==> src/inc/lsu_pkg.sv <==
/*
 lsu_pkg: shared opcodes, transfer types, states and constants for the load/store
 address unit. Assumes a 32-bit datapath and sixteen architectural registers.
*/
`default_nettype none
package lsu_pkg;
  // ==========================================================
  // operation codes presented by the instruction front end
  typedef enum logic [3:0] {
    op_load_register = 4'h0, // register-offset load
    op_store_register = 4'h1, // register-offset store
    op_load_register_unpriv = 4'h2, // unprivileged load
    op_store_register_unpriv = 4'h3, // unprivileged store
    op_load_register_pc = 4'h4, // pc-relative single load
    op_load_register_pair = 4'h5, // pc-relative two-word load
    op_load_multiple = 4'h6, // no mode given, increment after
    op_load_multiple_increment_after = 4'h7,
    op_load_multiple_decrement_before = 4'h8,
    op_store_multiple = 4'h9, // no mode given, increment after
    op_store_multiple_increment_after = 4'ha,
    op_store_multiple_decrement_before = 4'hb,
    op_pop_full_descending_alias = 4'hc,
    op_pop_empty_ascending_alias = 4'hd,
    op_push_empty_ascending_alias = 4'he,
    op_push_full_descending_alias = 4'hf
  } opcode_t;
  // ==========================================================
  // transfer types
  typedef enum logic [2:0] {
    ty_word = 3'h0,
    ty_byte = 3'h1,
    ty_signed_byte_type = 3'h2,
    ty_half = 3'h3,
    ty_signed_halfword_type = 3'h4
  } xtype_t;
  // ==========================================================
  // sequencer states, one-hot
  typedef enum logic [1:0] {
    st_idle = 2'b01,
    st_xfer = 2'b10
  } state_t;
  // ==========================================================
  // access sizes on the data bus
  localparam logic [1:0] SZ_BYTE = 2'h0;
  localparam logic [1:0] SZ_HALF = 2'h1;
  localparam logic [1:0] SZ_WORD = 2'h2;
  // address step between words of a multiple or pair transfer
  localparam logic [31:0] WORD_STEP = 32'h4;
  // offset limits
  localparam logic [12:0] UNPRIV_MAX = 13'h0ff; // 255
  localparam logic [12:0] PC_SINGLE_MAX = 13'h0fff; // 4095
  localparam logic [12:0] PC_PAIR_MAX = 13'h03fc; // 1020
  // register numbers and reset address
  localparam logic [3:0] PC_NUM = 4'hf;
  localparam logic [31:0] ADDR_RESET = 32'h0;
endpackage
`default_nettype wire

==> src/hw/lsu_addr_unit.sv <==
/*
 lsu_addr_unit: decode and address generation for pc-relative loads and for register-offset,
 unprivileged and multiple-register loads and stores. Assumes the front end holds
 the operand values steady in the cycle of START, the register file supplies store
 data for the index on MEM_REG, and memory returns loads right-aligned on MEM_ACK.
*/
// The implementer's own choices: the address map and the plain strobed port.
`default_nettype none
module lsu_addr_unit #(
  parameter int REGS = 16 // architectural register count
) (
  input wire logic MCLK,
  input wire logic RESET,
  input wire logic START,
  input wire logic [3:0] OPCODE,
  input wire logic [2:0] XTYPE,
  input wire logic PRIV_MODE,
  input wire logic [31:0] BASE_VAL,
  input wire logic [31:0] OFFSET_VAL,
  input wire logic [31:0] PC_VAL,
  input wire logic [1:0] SHIFT_AMT,
  input wire logic [12:0] IMM_OFFSET,
  input wire logic [3:0] XFER_REG,
  input wire logic [3:0] XFER_REG2,
  input wire logic [3:0] BASE_REG,
  input wire logic [15:0] REG_LIST,
  input wire logic WRITEBACK,
  input wire logic MEM_ACK,
  input wire logic [31:0] MEM_RDATA,
  output logic BUSY,
  output logic MEM_REQ,
  output logic MEM_WRITE,
  output logic [31:0] MEM_ADDR,
  output logic [1:0] MEM_SIZE,
  output logic MEM_UNPRIV,
  output logic [3:0] MEM_REG,
  output logic RF_WE,
  output logic [3:0] RF_WADDR,
  output logic [31:0] RF_WDATA,
  output logic BRANCH,
  output logic [31:0] BRANCH_TARGET,
  output logic BASE_WE,
  output logic [3:0] BASE_WADDR,
  output logic [31:0] BASE_WDATA,
  output logic FLAGS_WE,
  output logic UNDEF,
  output logic DONE
);
  // ==========================================================
  // elaboration check
  if (REGS != 16) begin : g_chk
    $error("lsu_addr_unit supports sixteen registers only");
  end

  // ==========================================================
  // helpers
  // picks the next register: lowest for ascending, highest for descending
  function automatic logic [3:0] pick(input logic [15:0] l, input logic db);
    logic [3:0] k;
    k = 4'h0;
    for (int i = 0; i < 16; i++) begin
      if (db) begin
        if (l[i]) k = 4'(i); // last hit is the highest
      end else if (l[15 - i]) begin
        k = 4'(15 - i); // last hit is the lowest
      end
    end
    return k;
  endfunction

  // widens fetched data to 32 bits per transfer type
  function automatic logic [31:0] extend(input logic [31:0] d, input logic [2:0] ty);
    case (ty)
      lsu_pkg::ty_byte: extend = {24'h0, d[7:0]};
      lsu_pkg::ty_half: extend = {16'h0, d[15:0]};
      lsu_pkg::ty_signed_byte_type: extend = {{24{d[7]}}, d[7:0]};
      lsu_pkg::ty_signed_halfword_type: extend = {{16{d[15]}}, d[15:0]};
      default: extend = d;
    endcase
  endfunction

  // ==========================================================
  // decode of the presented operation
  logic d_load; // operation reads memory
  logic d_multi; // multiple-register transfer
  logic d_db; // decrement before
  logic d_pair; // two-word pc-relative load
  logic d_unpriv; // unprivileged variant
  logic d_pcrel; // pc-relative single
  logic d_regoff; // register-offset form
  logic d_legal; // encoding accepted
  logic d_signed; // signed transfer type
  logic [12:0] imm_mag; // magnitude of the signed immediate
  logic [31:0] d_addr; // first access address
  logic [3:0] d_reg; // first register moved
  logic [1:0] d_size; // access size

  // one case per addressing form; aliases fall into the plain mode decode
  always_comb begin
    d_load = 1'b0;
    d_multi = 1'b0;
    d_db = 1'b0;
    d_pair = 1'b0;
    d_unpriv = 1'b0;
    d_pcrel = 1'b0;
    d_regoff = 1'b0;
    d_signed = (XTYPE == lsu_pkg::ty_signed_byte_type) ||
               (XTYPE == lsu_pkg::ty_signed_halfword_type);
    imm_mag = IMM_OFFSET[12] ? 13'(-IMM_OFFSET) : IMM_OFFSET;
    case (lsu_pkg::opcode_t'(OPCODE))
      lsu_pkg::op_load_register: begin
        d_load = 1'b1;
        d_regoff = 1'b1;
      end
      lsu_pkg::op_store_register: d_regoff = 1'b1;
      lsu_pkg::op_load_register_unpriv: begin
        d_load = 1'b1;
        d_unpriv = 1'b1;
      end
      lsu_pkg::op_store_register_unpriv: d_unpriv = 1'b1;
      lsu_pkg::op_load_register_pc: begin
        d_load = 1'b1;
        d_pcrel = 1'b1;
      end
      lsu_pkg::op_load_register_pair: begin
        d_load = 1'b1;
        d_pair = 1'b1;
      end
      // ascending loads: default mode and its pop alias
      lsu_pkg::op_load_multiple, lsu_pkg::op_load_multiple_increment_after,
      lsu_pkg::op_pop_full_descending_alias: begin
        d_load = 1'b1;
        d_multi = 1'b1;
      end
      lsu_pkg::op_load_multiple_decrement_before,
      lsu_pkg::op_pop_empty_ascending_alias: begin
        d_load = 1'b1;
        d_multi = 1'b1;
        d_db = 1'b1;
      end
      lsu_pkg::op_store_multiple, lsu_pkg::op_store_multiple_increment_after,
      lsu_pkg::op_push_empty_ascending_alias: d_multi = 1'b1;
      default: begin // decrement-before stores and their push alias
        d_multi = 1'b1;
        d_db = 1'b1;
      end
    endcase
    // signed stores are not decoded; empty lists and out-of-range offsets refused
    d_legal = 1'b1;
    if (!d_load && d_signed) d_legal = 1'b0;
    if (d_unpriv && (imm_mag > lsu_pkg::UNPRIV_MAX || IMM_OFFSET[12])) d_legal = 1'b0;
    if (d_pcrel && imm_mag > lsu_pkg::PC_SINGLE_MAX) d_legal = 1'b0;
    if (d_pair && imm_mag > lsu_pkg::PC_PAIR_MAX) d_legal = 1'b0;
    if (d_multi && REG_LIST == 16'h0) d_legal = 1'b0;
    // first address per form
    if (d_regoff) begin
      d_addr = BASE_VAL + (OFFSET_VAL << SHIFT_AMT);
    end else if (d_unpriv) begin
      d_addr = BASE_VAL + {24'h0, IMM_OFFSET[7:0]};
    end else if (d_pcrel || d_pair) begin
      d_addr = PC_VAL + {{19{IMM_OFFSET[12]}}, IMM_OFFSET};
    end else begin
      d_addr = BASE_VAL;
    end
    d_reg = d_multi ? pick(REG_LIST, d_db) : XFER_REG;
    // pairs and lists always move whole words
    case (lsu_pkg::xtype_t'(XTYPE))
      lsu_pkg::ty_byte, lsu_pkg::ty_signed_byte_type: d_size = lsu_pkg::SZ_BYTE;
      lsu_pkg::ty_half, lsu_pkg::ty_signed_halfword_type: d_size = lsu_pkg::SZ_HALF;
      default: d_size = lsu_pkg::SZ_WORD;
    endcase
    if (d_multi || d_pair) d_size = lsu_pkg::SZ_WORD;
  end

  // ==========================================================
  // sequencer state
  lsu_pkg::state_t state_r, state_nxt;
  logic [31:0] addr_r, addr_nxt; // current access address
  logic [3:0] reg_r, reg_nxt; // register being moved
  logic [15:0] list_r, list_nxt; // registers still to move after reg_r
  logic pair_r, pair_nxt; // second word of a pair pending
  logic [3:0] rt2_r, rt2_nxt; // second pair register
  logic load_r, load_nxt;
  logic multi_r, multi_nxt;
  logic db_r, db_nxt;
  logic wb_r, wb_nxt;
  logic unpriv_r, unpriv_nxt;
  logic [2:0] ty_r, ty_nxt;
  logic [1:0] size_r, size_nxt;
  logic [3:0] base_reg_r, base_reg_nxt;
  // result strobes, one cycle each
  logic rf_we_r, rf_we_nxt;
  logic [31:0] rf_wdata_r, rf_wdata_nxt;
  logic [3:0] rf_waddr_r, rf_waddr_nxt;
  logic branch_r, branch_nxt;
  logic [31:0] target_r, target_nxt;
  logic base_we_r, base_we_nxt;
  logic [31:0] base_wdata_r, base_wdata_nxt;
  logic undef_r, undef_nxt;
  logic done_r, done_nxt;

  // next-state logic; a new operation is only taken while idle
  always_comb begin
    state_nxt = state_r;
    addr_nxt = addr_r;
    reg_nxt = reg_r;
    list_nxt = list_r;
    pair_nxt = pair_r;
    rt2_nxt = rt2_r;
    load_nxt = load_r;
    multi_nxt = multi_r;
    db_nxt = db_r;
    wb_nxt = wb_r;
    unpriv_nxt = unpriv_r;
    ty_nxt = ty_r;
    size_nxt = size_r;
    base_reg_nxt = base_reg_r;
    rf_we_nxt = 1'b0;
    rf_waddr_nxt = rf_waddr_r;
    rf_wdata_nxt = rf_wdata_r;
    branch_nxt = 1'b0;
    target_nxt = target_r;
    base_we_nxt = 1'b0;
    base_wdata_nxt = base_wdata_r;
    undef_nxt = 1'b0;
    done_nxt = 1'b0;
    case (state_r)
      lsu_pkg::st_idle: begin
        if (START && d_legal) begin
          state_nxt = lsu_pkg::st_xfer;
          addr_nxt = d_addr;
          reg_nxt = d_reg;
          list_nxt = d_multi ? (REG_LIST & ~(16'h0001 << d_reg)) : 16'h0;
          pair_nxt = d_pair;
          rt2_nxt = XFER_REG2;
          load_nxt = d_load;
          multi_nxt = d_multi;
          db_nxt = d_db;
          wb_nxt = d_multi & WRITEBACK;
          unpriv_nxt = d_unpriv | ~PRIV_MODE;
          ty_nxt = (d_multi || d_pair) ? lsu_pkg::ty_word : XTYPE;
          size_nxt = d_size;
          base_reg_nxt = BASE_REG;
        end else if (START) begin
          undef_nxt = 1'b1;
        end
      end
      lsu_pkg::st_xfer: begin
        if (MEM_ACK) begin
          // loads to the pc branch instead of writing the register file
          if (load_r && reg_r == lsu_pkg::PC_NUM) begin
            branch_nxt = 1'b1;
            target_nxt = {MEM_RDATA[31:1], 1'b0};
          end else if (load_r) begin
            rf_we_nxt = 1'b1;
            rf_waddr_nxt = reg_r;
            rf_wdata_nxt = extend(MEM_RDATA, ty_r);
          end
          if (pair_r) begin
            pair_nxt = 1'b0;
            reg_nxt = rt2_r;
            addr_nxt = addr_r + lsu_pkg::WORD_STEP;
          end else if (list_r != 16'h0) begin
            reg_nxt = pick(list_r, db_r);
            list_nxt = list_r & ~(16'h0001 << pick(list_r, db_r));
            addr_nxt = db_r ? addr_r - lsu_pkg::WORD_STEP
                            : addr_r + lsu_pkg::WORD_STEP;
          end else begin
            state_nxt = lsu_pkg::st_idle;
            done_nxt = 1'b1;
            base_we_nxt = wb_r;
            base_wdata_nxt = addr_r;
          end
        end
      end
      default: state_nxt = lsu_pkg::st_idle;
    endcase
  end

  // register stage for all sequencer state
  always_ff @(posedge MCLK or posedge RESET) begin
    if (RESET) begin
      state_r <= lsu_pkg::st_idle;
      addr_r <= lsu_pkg::ADDR_RESET;
      reg_r <= 4'h0;
      list_r <= 16'h0;
      pair_r <= 1'b0;
      rt2_r <= 4'h0;
      load_r <= 1'b0;
      multi_r <= 1'b0;
      db_r <= 1'b0;
      wb_r <= 1'b0;
      unpriv_r <= 1'b0;
      ty_r <= lsu_pkg::ty_word;
      size_r <= lsu_pkg::SZ_WORD;
      base_reg_r <= 4'h0;
      rf_we_r <= 1'b0;
      rf_waddr_r <= 4'h0;
      rf_wdata_r <= 32'h0;
      branch_r <= 1'b0;
      target_r <= 32'h0;
      base_we_r <= 1'b0;
      base_wdata_r <= 32'h0;
      undef_r <= 1'b0;
      done_r <= 1'b0;
    end else begin
      state_r <= state_nxt;
      addr_r <= addr_nxt;
      reg_r <= reg_nxt;
      list_r <= list_nxt;
      pair_r <= pair_nxt;
      rt2_r <= rt2_nxt;
      load_r <= load_nxt;
      multi_r <= multi_nxt;
      db_r <= db_nxt;
      wb_r <= wb_nxt;
      unpriv_r <= unpriv_nxt;
      ty_r <= ty_nxt;
      size_r <= size_nxt;
      base_reg_r <= base_reg_nxt;
      rf_we_r <= rf_we_nxt;
      rf_waddr_r <= rf_waddr_nxt;
      rf_wdata_r <= rf_wdata_nxt;
      branch_r <= branch_nxt;
      target_r <= target_nxt;
      base_we_r <= base_we_nxt;
      base_wdata_r <= base_wdata_nxt;
      undef_r <= undef_nxt;
      done_r <= done_nxt;
    end
  end

  // ==========================================================
  // outputs
  assign BUSY = (state_r != lsu_pkg::st_idle);
  assign MEM_REQ = (state_r == lsu_pkg::st_xfer);
  assign MEM_WRITE = ~load_r;
  assign MEM_ADDR = addr_r;
  assign MEM_SIZE = size_r;
  assign MEM_UNPRIV = unpriv_r;
  assign MEM_REG = reg_r;
  assign RF_WE = rf_we_r;
  assign RF_WADDR = rf_waddr_r;
  assign RF_WDATA = rf_wdata_r;
  assign BRANCH = branch_r;
  assign BRANCH_TARGET = target_r;
  assign BASE_WE = base_we_r;
  assign BASE_WADDR = base_reg_r;
  assign BASE_WDATA = base_wdata_r;
  assign FLAGS_WE = 1'b0;
  assign UNDEF = undef_r;
  assign DONE = done_r;

  logic take; // operation accepted this cycle
  assign take = START && !BUSY && d_legal;
endmodule
`default_nettype wire

==> config.mk <==
export PLATFORM = sky130hd
export DESIGN_NAME = lsu_addr_unit
export DESIGN_NICKNAME = d
export VERILOG_FILES = /design/src/inc/lsu_pkg.sv /design/src/hw/lsu_addr_unit.sv
export SDC_FILE = /design/constraint.sdc
export NUM_CORES = 1
export LEC_CHECK = 0
export ABC_AREA = 1
export BUFFER_PORTS_ARGS = -buffer_cell sky130_fd_sc_hd__buf_4
export CAP_MARGIN = 20
export CORE_UTILIZATION = 50
export CTS_CLUSTER_DIAMETER = 200
export DETAILED_ROUTE_END_ITERATION = 7
export PLACE_DENSITY = 0.82
export REMOVE_ABC_BUFFERS = 1
export SETUP_SLACK_MARGIN = 0.3
export SLEW_MARGIN = 10
export SYNTH_ARGS = -nofsm -noshare
export SYNTH_HDL_FRONTEND = slang
export SYNTH_SLANG_ARGS = --single-unit
==> constraint.sdc <==
create_clock -name MCLK -period 7.6 [get_ports MCLK]
set_input_delay 1.14 -clock MCLK [delete_from_list [all_inputs] [get_ports MCLK]]
set_output_delay 1.14 -clock MCLK [all_outputs]
set_load 0.05 [all_outputs]
After elaboration in Yosys (flattened, before gate mapping)
Cells that the tools add are included.

Add/sub/neg operators: 6. Shifts and indexed selects: 3. Bitwise gates (word level): 11. Equality and inequality tests: 31. Mux-type cells: 181. Order comparisons: 3. Reductions and logical operators: 31.

Operators with widths (count): $mux 4 (122); $mux 32 (8); $pmux 32 s4 (1); $mux 16 (5); $add 32x32->32 (2); $pmux 32 s2 (1); $add 32x3->32 const B (1); $add 32x8->32 (1); $and 16x16->16 (2); $mux 1 (32); $not 16->16 (2); $pmux 16 s2 (1); $shl 1x4->16 const A (2); $shl 32x2->32 (1); $sub 32x3->32 const B (1); $eq 4x4->1 const B (7); $eq 4x3->1 const B (4); $logic_not 16->1 (1); $reduce_and 4->1 (4); $reduce_bool 16->1 (1); $gt 13x10->1 const B (1); $gt 13x12->1 const B (1); $gt 13x8->1 const B (1); $mux 13 (1); 31 further kinds (63).

Input port bits: 184. Bits in registers: 176.

Longest topological paths before layout
Depth after elaboration: 63. Depth in mapped cells: 25. Gate-level depth less buffers: 23.

Worst setup path after synthesis
No wires, ideal clock.

Kind: in2reg. From: input SHIFT_AMT[0]. To: register addr_r[16] (netlist: MEM_ADDR[16]). Setup slack: 3.474 ns. Cell stages on the path: 19. Data required time: 7.476 ns. Arrival: 4.002 ns. Library setup time: 0.124 ns. Buffers on the path: 2. Cells stage by stage: clkbuf_1 -> buf_1 -> mux2i_1 -> nor2_1 -> fa_1 -> nand3_1 -> nand2_1 -> a21boi_1 -> o21bai_1 -> a21oi_1 -> o21ai_0 -> a21boi_1 -> o21ai_0 -> nand2_1 -> nand2_1 -> nand2_1 -> nand3_1 -> o211ai_1 -> nand2_1.

Word-level cells in the longest chain between the ends: 5.

RTL lines: start, declared (RTL line lsu_addr_unit.sv:21) `input wire logic [1:0] SHIFT_AMT,`; $shl 32x2->32 (RTL line lsu_addr_unit.sv:157) `d_addr = BASE_VAL + (OFFSET_VAL << SHIFT_AMT);`; $add 32x32->32 (RTL line lsu_addr_unit.sv:157); $mux 32 (RTL line lsu_addr_unit.sv:156) `if (d_regoff) begin`; $mux 32 (RTL line lsu_addr_unit.sv:229) `if (START && d_legal) begin`; $pmux 32 s2 (RTL line lsu_addr_unit.sv:227) `case (state_r)`; end signal, assigned (RTL line lsu_addr_unit.sv:284) `addr_r <= lsu_pkg::ADDR_RESET;`; end signal, assigned (RTL line lsu_addr_unit.sv:308) `addr_r <= addr_nxt;`; end, declared (RTL line lsu_addr_unit.sv:178) `logic [31:0] addr_r, addr_nxt;`.

Every way passes these cells. The select of a mux whose other input is x is not followed. A chain may end at the register's enable or synchronous reset.

Worst setup path after layout
From: input OPCODE[2]. To: register addr_r[26] (netlist: MEM_ADDR[26]).

Word-level cells in the longest chain between the ends: 13. Elaborated cells on any way between the ends: 41.

RTL lines: start, declared (RTL line lsu_addr_unit.sv:15) `input wire logic [3:0] OPCODE,`; $eq 4x3->1, or another cell as far along (RTL line lsu_addr_unit.sv:110) `case (lsu_pkg::opcode_t'(OPCODE))`; $reduce_or 9->1 (no line); $mux 1 (RTL line lsu_addr_unit.sv:110); $logic_not 1->1 (RTL line lsu_addr_unit.sv:150) `if (!d_load && d_signed) d_legal = 1'b0;`; $logic_and 1x1->1 (RTL line lsu_addr_unit.sv:150); $mux 1 (RTL line lsu_addr_unit.sv:150); $mux 1 (RTL line lsu_addr_unit.sv:151) `if (d_unpriv && (imm_mag > lsu_pkg::UNPRIV_MAX || IMM_OFFSET[12])) d_legal = 1'b0;`; $mux 1 (RTL line lsu_addr_unit.sv:152) `if (d_pcrel && imm_mag > lsu_pkg::PC_SINGLE_MAX) d_legal = 1'b0;`; $mux 1 (RTL line lsu_addr_unit.sv:153) `if (d_pair && imm_mag > lsu_pkg::PC_PAIR_MAX) d_legal = 1'b0;`; $mux 1 (RTL line lsu_addr_unit.sv:154) `if (d_multi && REG_LIST == 16'h0) d_legal = 1'b0;`; $logic_and 1x1->1 (RTL line lsu_addr_unit.sv:229); $ne 2x2->1 (no line); $reduce_and 4->1 (no line).

Several ways; a longest one is shown, not always the timed one. The select of a mux whose other input is x is not followed.

==> reports/metrics.sh <==
RUN_STATUS='complete, no violations'
FINCLKSKEW_NS=0.01063
YOSYSSEQAREASHARE_PCT=27.47
CP-START-KIND='input port'
LARGEST_BUFFER_COUNT_ON_ANY_CLOCK_PATH=2
DIE_X_UM=181.1
ANTENNA_VIOLATIONS_BEFORE_REPAIR=0
CLOCK_TREE_FROM_TRITONCTS='yes'
WORSTSKEWPAIRLATENCY_NS=0.44
MULTI_INPUT_COMB_AREA_UM2=10200
SETUP_VIOL=0
CLKSINKCOUNT=176
CRITPATHMOSTFREQUENTCELL='sky130_fd_sc_hd__inv_2'
FINAL_MIN_PERIOD_OVER_CLOCK_PERIOD_PCT=58.19
SYNTHESIS.AREA_UM2=16040
SYNTH.AVG_CELL_AREA_UM2=6.589
ROUTE.ANTENNA.REMAINING_NETS=0
WORST-ENDPOINT-REQUIRED_NS=7.96
NUMBER_OF_DIODES=0
MIN-DELAY-PATH-CLASS='register to register'
DRT-WIRELENGTH-PER-CELL_UM=17.10
STATIC-LEAKAGE-POWER_nW=10.02
IOS=336
YOSYS_REGISTER_BITS=176
DRC=0
GP_ROUTABILITY_CONGESTION=1.008
PORT_BUFFERS=333
GROUTE.USAGE.OVERALL_PCT=32.27
SLEW_HEADROOM_PCT=27.08
SYNTH_ENABLE_FLOP_CELLS=0
SYN-INSTANCE-COUNT=2435
POST-PLACE-CELLS=3093
BUSIEST_LAYER='met2'
FINAL_CELL_COUNT_NO_FILL=3127
VIAS=17770
LARGEST_STAGE_DELAY_WORST_PATH_NS=0.76
NUMBER_OF_CELLS_TRAVERSED_BY_THE_WORST_HOLD_PATH=2
GRT_PASS1_WL_UM=85170
DIE_AREA_UM2=32810
SYNTH_CELL_TYPES=71
CTS.REPAIR_TIMING.SETUP_BUFFER_COUNT=0
MAX_SLEW.WORST_PIN.SLEW_NS=1.090
TIMING_HOLD_VIOLATIONS_FINAL=0
VIAS_PER_CELL=5.681
DRT_PASS1_ITERATIONS=7
CLK_PIN_SLEW_NS=0.07
WORST-SETUP-PATH-TYPE='input port to register'
DRIVE_ABOVE_1_SHARE_PCT=16.95
TOTAL_POWER_mW=4.660
WORST_R2R_PATH_DEPTH=11
POSTSYNTH.ASYNCRESETSHARE_PCT=100.0
MAXSLEWVIOLCOUNT=0
CTSRESIZECOUNT=0
DETAILED_PLACE_HPWL_UM=42110
CTS_HTREE_LEVELS=4
ROOT_BUFFER='sky130_fd_sc_hd__clkbuf_16'
CTS_HOLD_BUFFERS=0
CRITICAL_PATH.MAX_FANOUT=40
YOSYS_WARNINGS=0
GRT_SETUP_UNREPAIRED='no'
POSTROUTEWIRELENGTH_UM=53480
INITIAL_CORE_UTIL_PCT=50.84
FIN_TNS_SETUP_NS=0
SEQUENTIAL_CELL_AREA_UM2=4407
CRIT_PATH_END_KIND='register'
LAYOUT.CELLS.MOST_COMMON='sky130_fd_sc_hd__nand2_1'
GRT_PASS1_VIAS=16420
PWR_DENSITY_CELL_nW_PER_UM2=239.8
SYNTHTOLAYOUTAREAGROWTH_PCT=21.10
GLOBALROUTEOVERFLOWTOTAL=0
DIE_H_UM=181.1
SYNTH_FF_TYPE='sky130_fd_sc_hd__dfrtp_1'
GROUTE.LAYER.MET3.USAGE_PCT=5.664
CP.ARRIVAL_NS=4.78
DRV_CAP=0
POST-ROUTE-MIN-PERIOD_NS=4.422
FMAX_GHz=0.2261
POST-ROUTE-UTIL_PCT=61.57
USE_MET1_PCT=43.44
FINAL_CELL_MIX='sky130_fd_sc_hd__nand2_1 (665), sky130_fd_sc_hd__buf_4 (341), sky130_fd_sc_hd__inv_1 (253)'
DRT_FIRST_ITER_VIOLATIONS=1935
PLACEABLECOREAREA_UM2=31560
ROW_COUNT=65
GRT_UTIL_MET2_PCT=51.23
NFILLCELLS=2935
CP_CELL_SEQUENCE='buf_4 > inv_2 > nor2_2 > nand2_2 > inv_2 > a41oi_1 > a21oi_1 > a21oi_2 > nand3_2 > nand2_4 > nand3_2 > inv_2 > o21ai_0 > o22ai_2'
CRITICAL-PATH-SLOWEST-CELL='sky130_fd_sc_hd__inv_2'
NNETSFINAL=2974
GRT_START_MAX_NET_PINS=99
CTS_INSERTED_BUFFERS=17
POWER.IR.VDD_WORST_V=0.0001509
[power breakdown]
group	total [mW]	switching [mW]	internal, mW
sequential	1.37	0.220	1.15
combinational	2.31	1.58	0.726
clock	0.981	0.386	0.595
total	4.66	2.19	2.47
[logic make-up after synthesis]
| logic type | after synthesis | synth area share [%] |
|---|---|---|
| other cells | 1 | 0.02337 |
| fa+ha+maj | 78 | 6.223 |
| simple gates | 1100 | 29.39 |
| mux | 52 | 3.244 |
| buf+inv | 362 | 9.054 |
| compound gates | 606 | 21.32 |
| flops | 176 | 27.47 |
| xor+xnor | 60 | 3.275 |
[final timing paths]
path                       slack (ns)          endpoint          start
min in group asynchronous        0.88  BRANCH_TARGET[8]          RESET
max                              3.18      MEM_ADDR[26]      OPCODE[2]
min reg2reg                      0.48     BASE_WADDR[0]  BASE_WADDR[0]
max reg2reg                      4.17      MEM_ADDR[26]     state_r[0]
min                              0.48     BASE_WADDR[0]  BASE_WADDR[0]
max in group asynchronous        5.43       MEM_SIZE[1]          RESET
[metal layers]
layer / vias up / routed length (um)
li1: 8700 / -
met4: 0 / 1853
met1: 8124 / 23100
met5: - / 0
met3: 108 / 4810
met2: 834 / 23710
[critical path: cells and delay by family]
| family | cells | cell delay (ns) |
|---|---|---|
| buf+inv | 4 | 1.31 |
| compound gates | 5 | 1.00 |
| simple gates | 5 | 1.33 |
[cell usage after synthesis (4+ instances only)]
library cell | n | share of area [%]
sky130_fd_sc_hd__nand2_1 | 665 | 16
sky130_fd_sc_hd__inv_1 | 254 | 5.9
sky130_fd_sc_hd__o21ai_0 | 243 | 7.6
sky130_fd_sc_hd__a21oi_1 | 212 | 6.6
sky130_fd_sc_hd__nor2_1 | 187 | 4.4
sky130_fd_sc_hd__dfrtp_1 | 174 | 27
sky130_fd_sc_hd__nand3_1 | 89 | 2.8
sky130_fd_sc_hd__ha_1 | 75 | 5.8
sky130_fd_sc_hd__nand4_1 | 57 | 2.2
sky130_fd_sc_hd__mux2i_1 | 52 | 3.2
sky130_fd_sc_hd__clkbuf_1 | 50 | 1.2
sky130_fd_sc_hd__xor2_1 | 45 | 2.5
sky130_fd_sc_hd__nor3_1 | 34 | 1.1
sky130_fd_sc_hd__o21ai_1 | 27 | 0.84
sky130_fd_sc_hd__buf_2 | 19 | 0.59
sky130_fd_sc_hd__inv_2 | 17 | 0.40
sky130_fd_sc_hd__nor4_1 | 17 | 0.66
sky130_fd_sc_hd__o211ai_1 | 16 | 0.75
sky130_fd_sc_hd__a31oi_1 | 15 | 0.58
sky130_fd_sc_hd__xnor2_1 | 15 | 0.82
sky130_fd_sc_hd__a21oi_2 | 14 | 0.76
sky130_fd_sc_hd__a21o_1 | 12 | 0.56
sky130_fd_sc_hd__nand2_2 | 9 | 0.35
sky130_fd_sc_hd__a21boi_1 | 7 | 0.33
sky130_fd_sc_hd__buf_1 | 7 | 0.16
sky130_fd_sc_hd__buf_6 | 7 | 0.49
sky130_fd_sc_hd__nor2_2 | 7 | 0.27
sky130_fd_sc_hd__o221ai_1 | 7 | 0.38
sky130_fd_sc_hd__o31ai_1 | 6 | 0.28
sky130_fd_sc_hd__a21boi_0 | 5 | 0.23
sky130_fd_sc_hd__a22oi_1 | 5 | 0.23
sky130_fd_sc_hd__nor3_2 | 5 | 0.31
sky130_fd_sc_hd__o21a_1 | 5 | 0.23
sky130_fd_sc_hd__o21ai_2 | 5 | 0.27
sky130_fd_sc_hd__buf_4 | 4 | 0.19
sky130_fd_sc_hd__nand2_4 | 4 | 0.28
sky130_fd_sc_hd__nand3b_1 | 4 | 0.19
sky130_fd_sc_hd__o21bai_1 | 4 | 0.19
sky130_fd_sc_hd__o22ai_1 | 4 | 0.16
[state kept, by name, indices dropped and copies added (netlist names), 2 cells and up]
register / cells
MEM_REG: 4
BASE_WADDR: 4
BRANCH_TARGET: 31
list_r: 16
rt2_r: 4
RF_WADDR: 4
state_r: 2
RF_WDATA: 32
ty_r: 3
MEM_SIZE: 2
BASE_WDATA: 32
MEM_ADDR: 32
[final cells by class]
type	instances	share of cell area, %
inverters	275	5.351
multi-input cells	1898	52.49
flip-flops and latches	176	22.68
well taps	402	2.589
clock inverters	12	1.056
repair buffers	344	13.54
clock buffers	20	2.299
[through the flow]
stage / setup slack, ns / cell area, um2 / hold WS [ns]
6_report: 3.178 / 19430 / 0.4776
2_1_floorplan: 1.690 / 15630 / 0.4367
4_1_cts: 3.016 / 19370 / 0.4755
3_5_place_dp: 2.563 / 18720 / 0.4596
3_3_place_gp: 2.675 / 18710 / 0.4545
5_1_grt: 2.924 / 19430 / 0.4881
(Power assumes the default switching activity.)
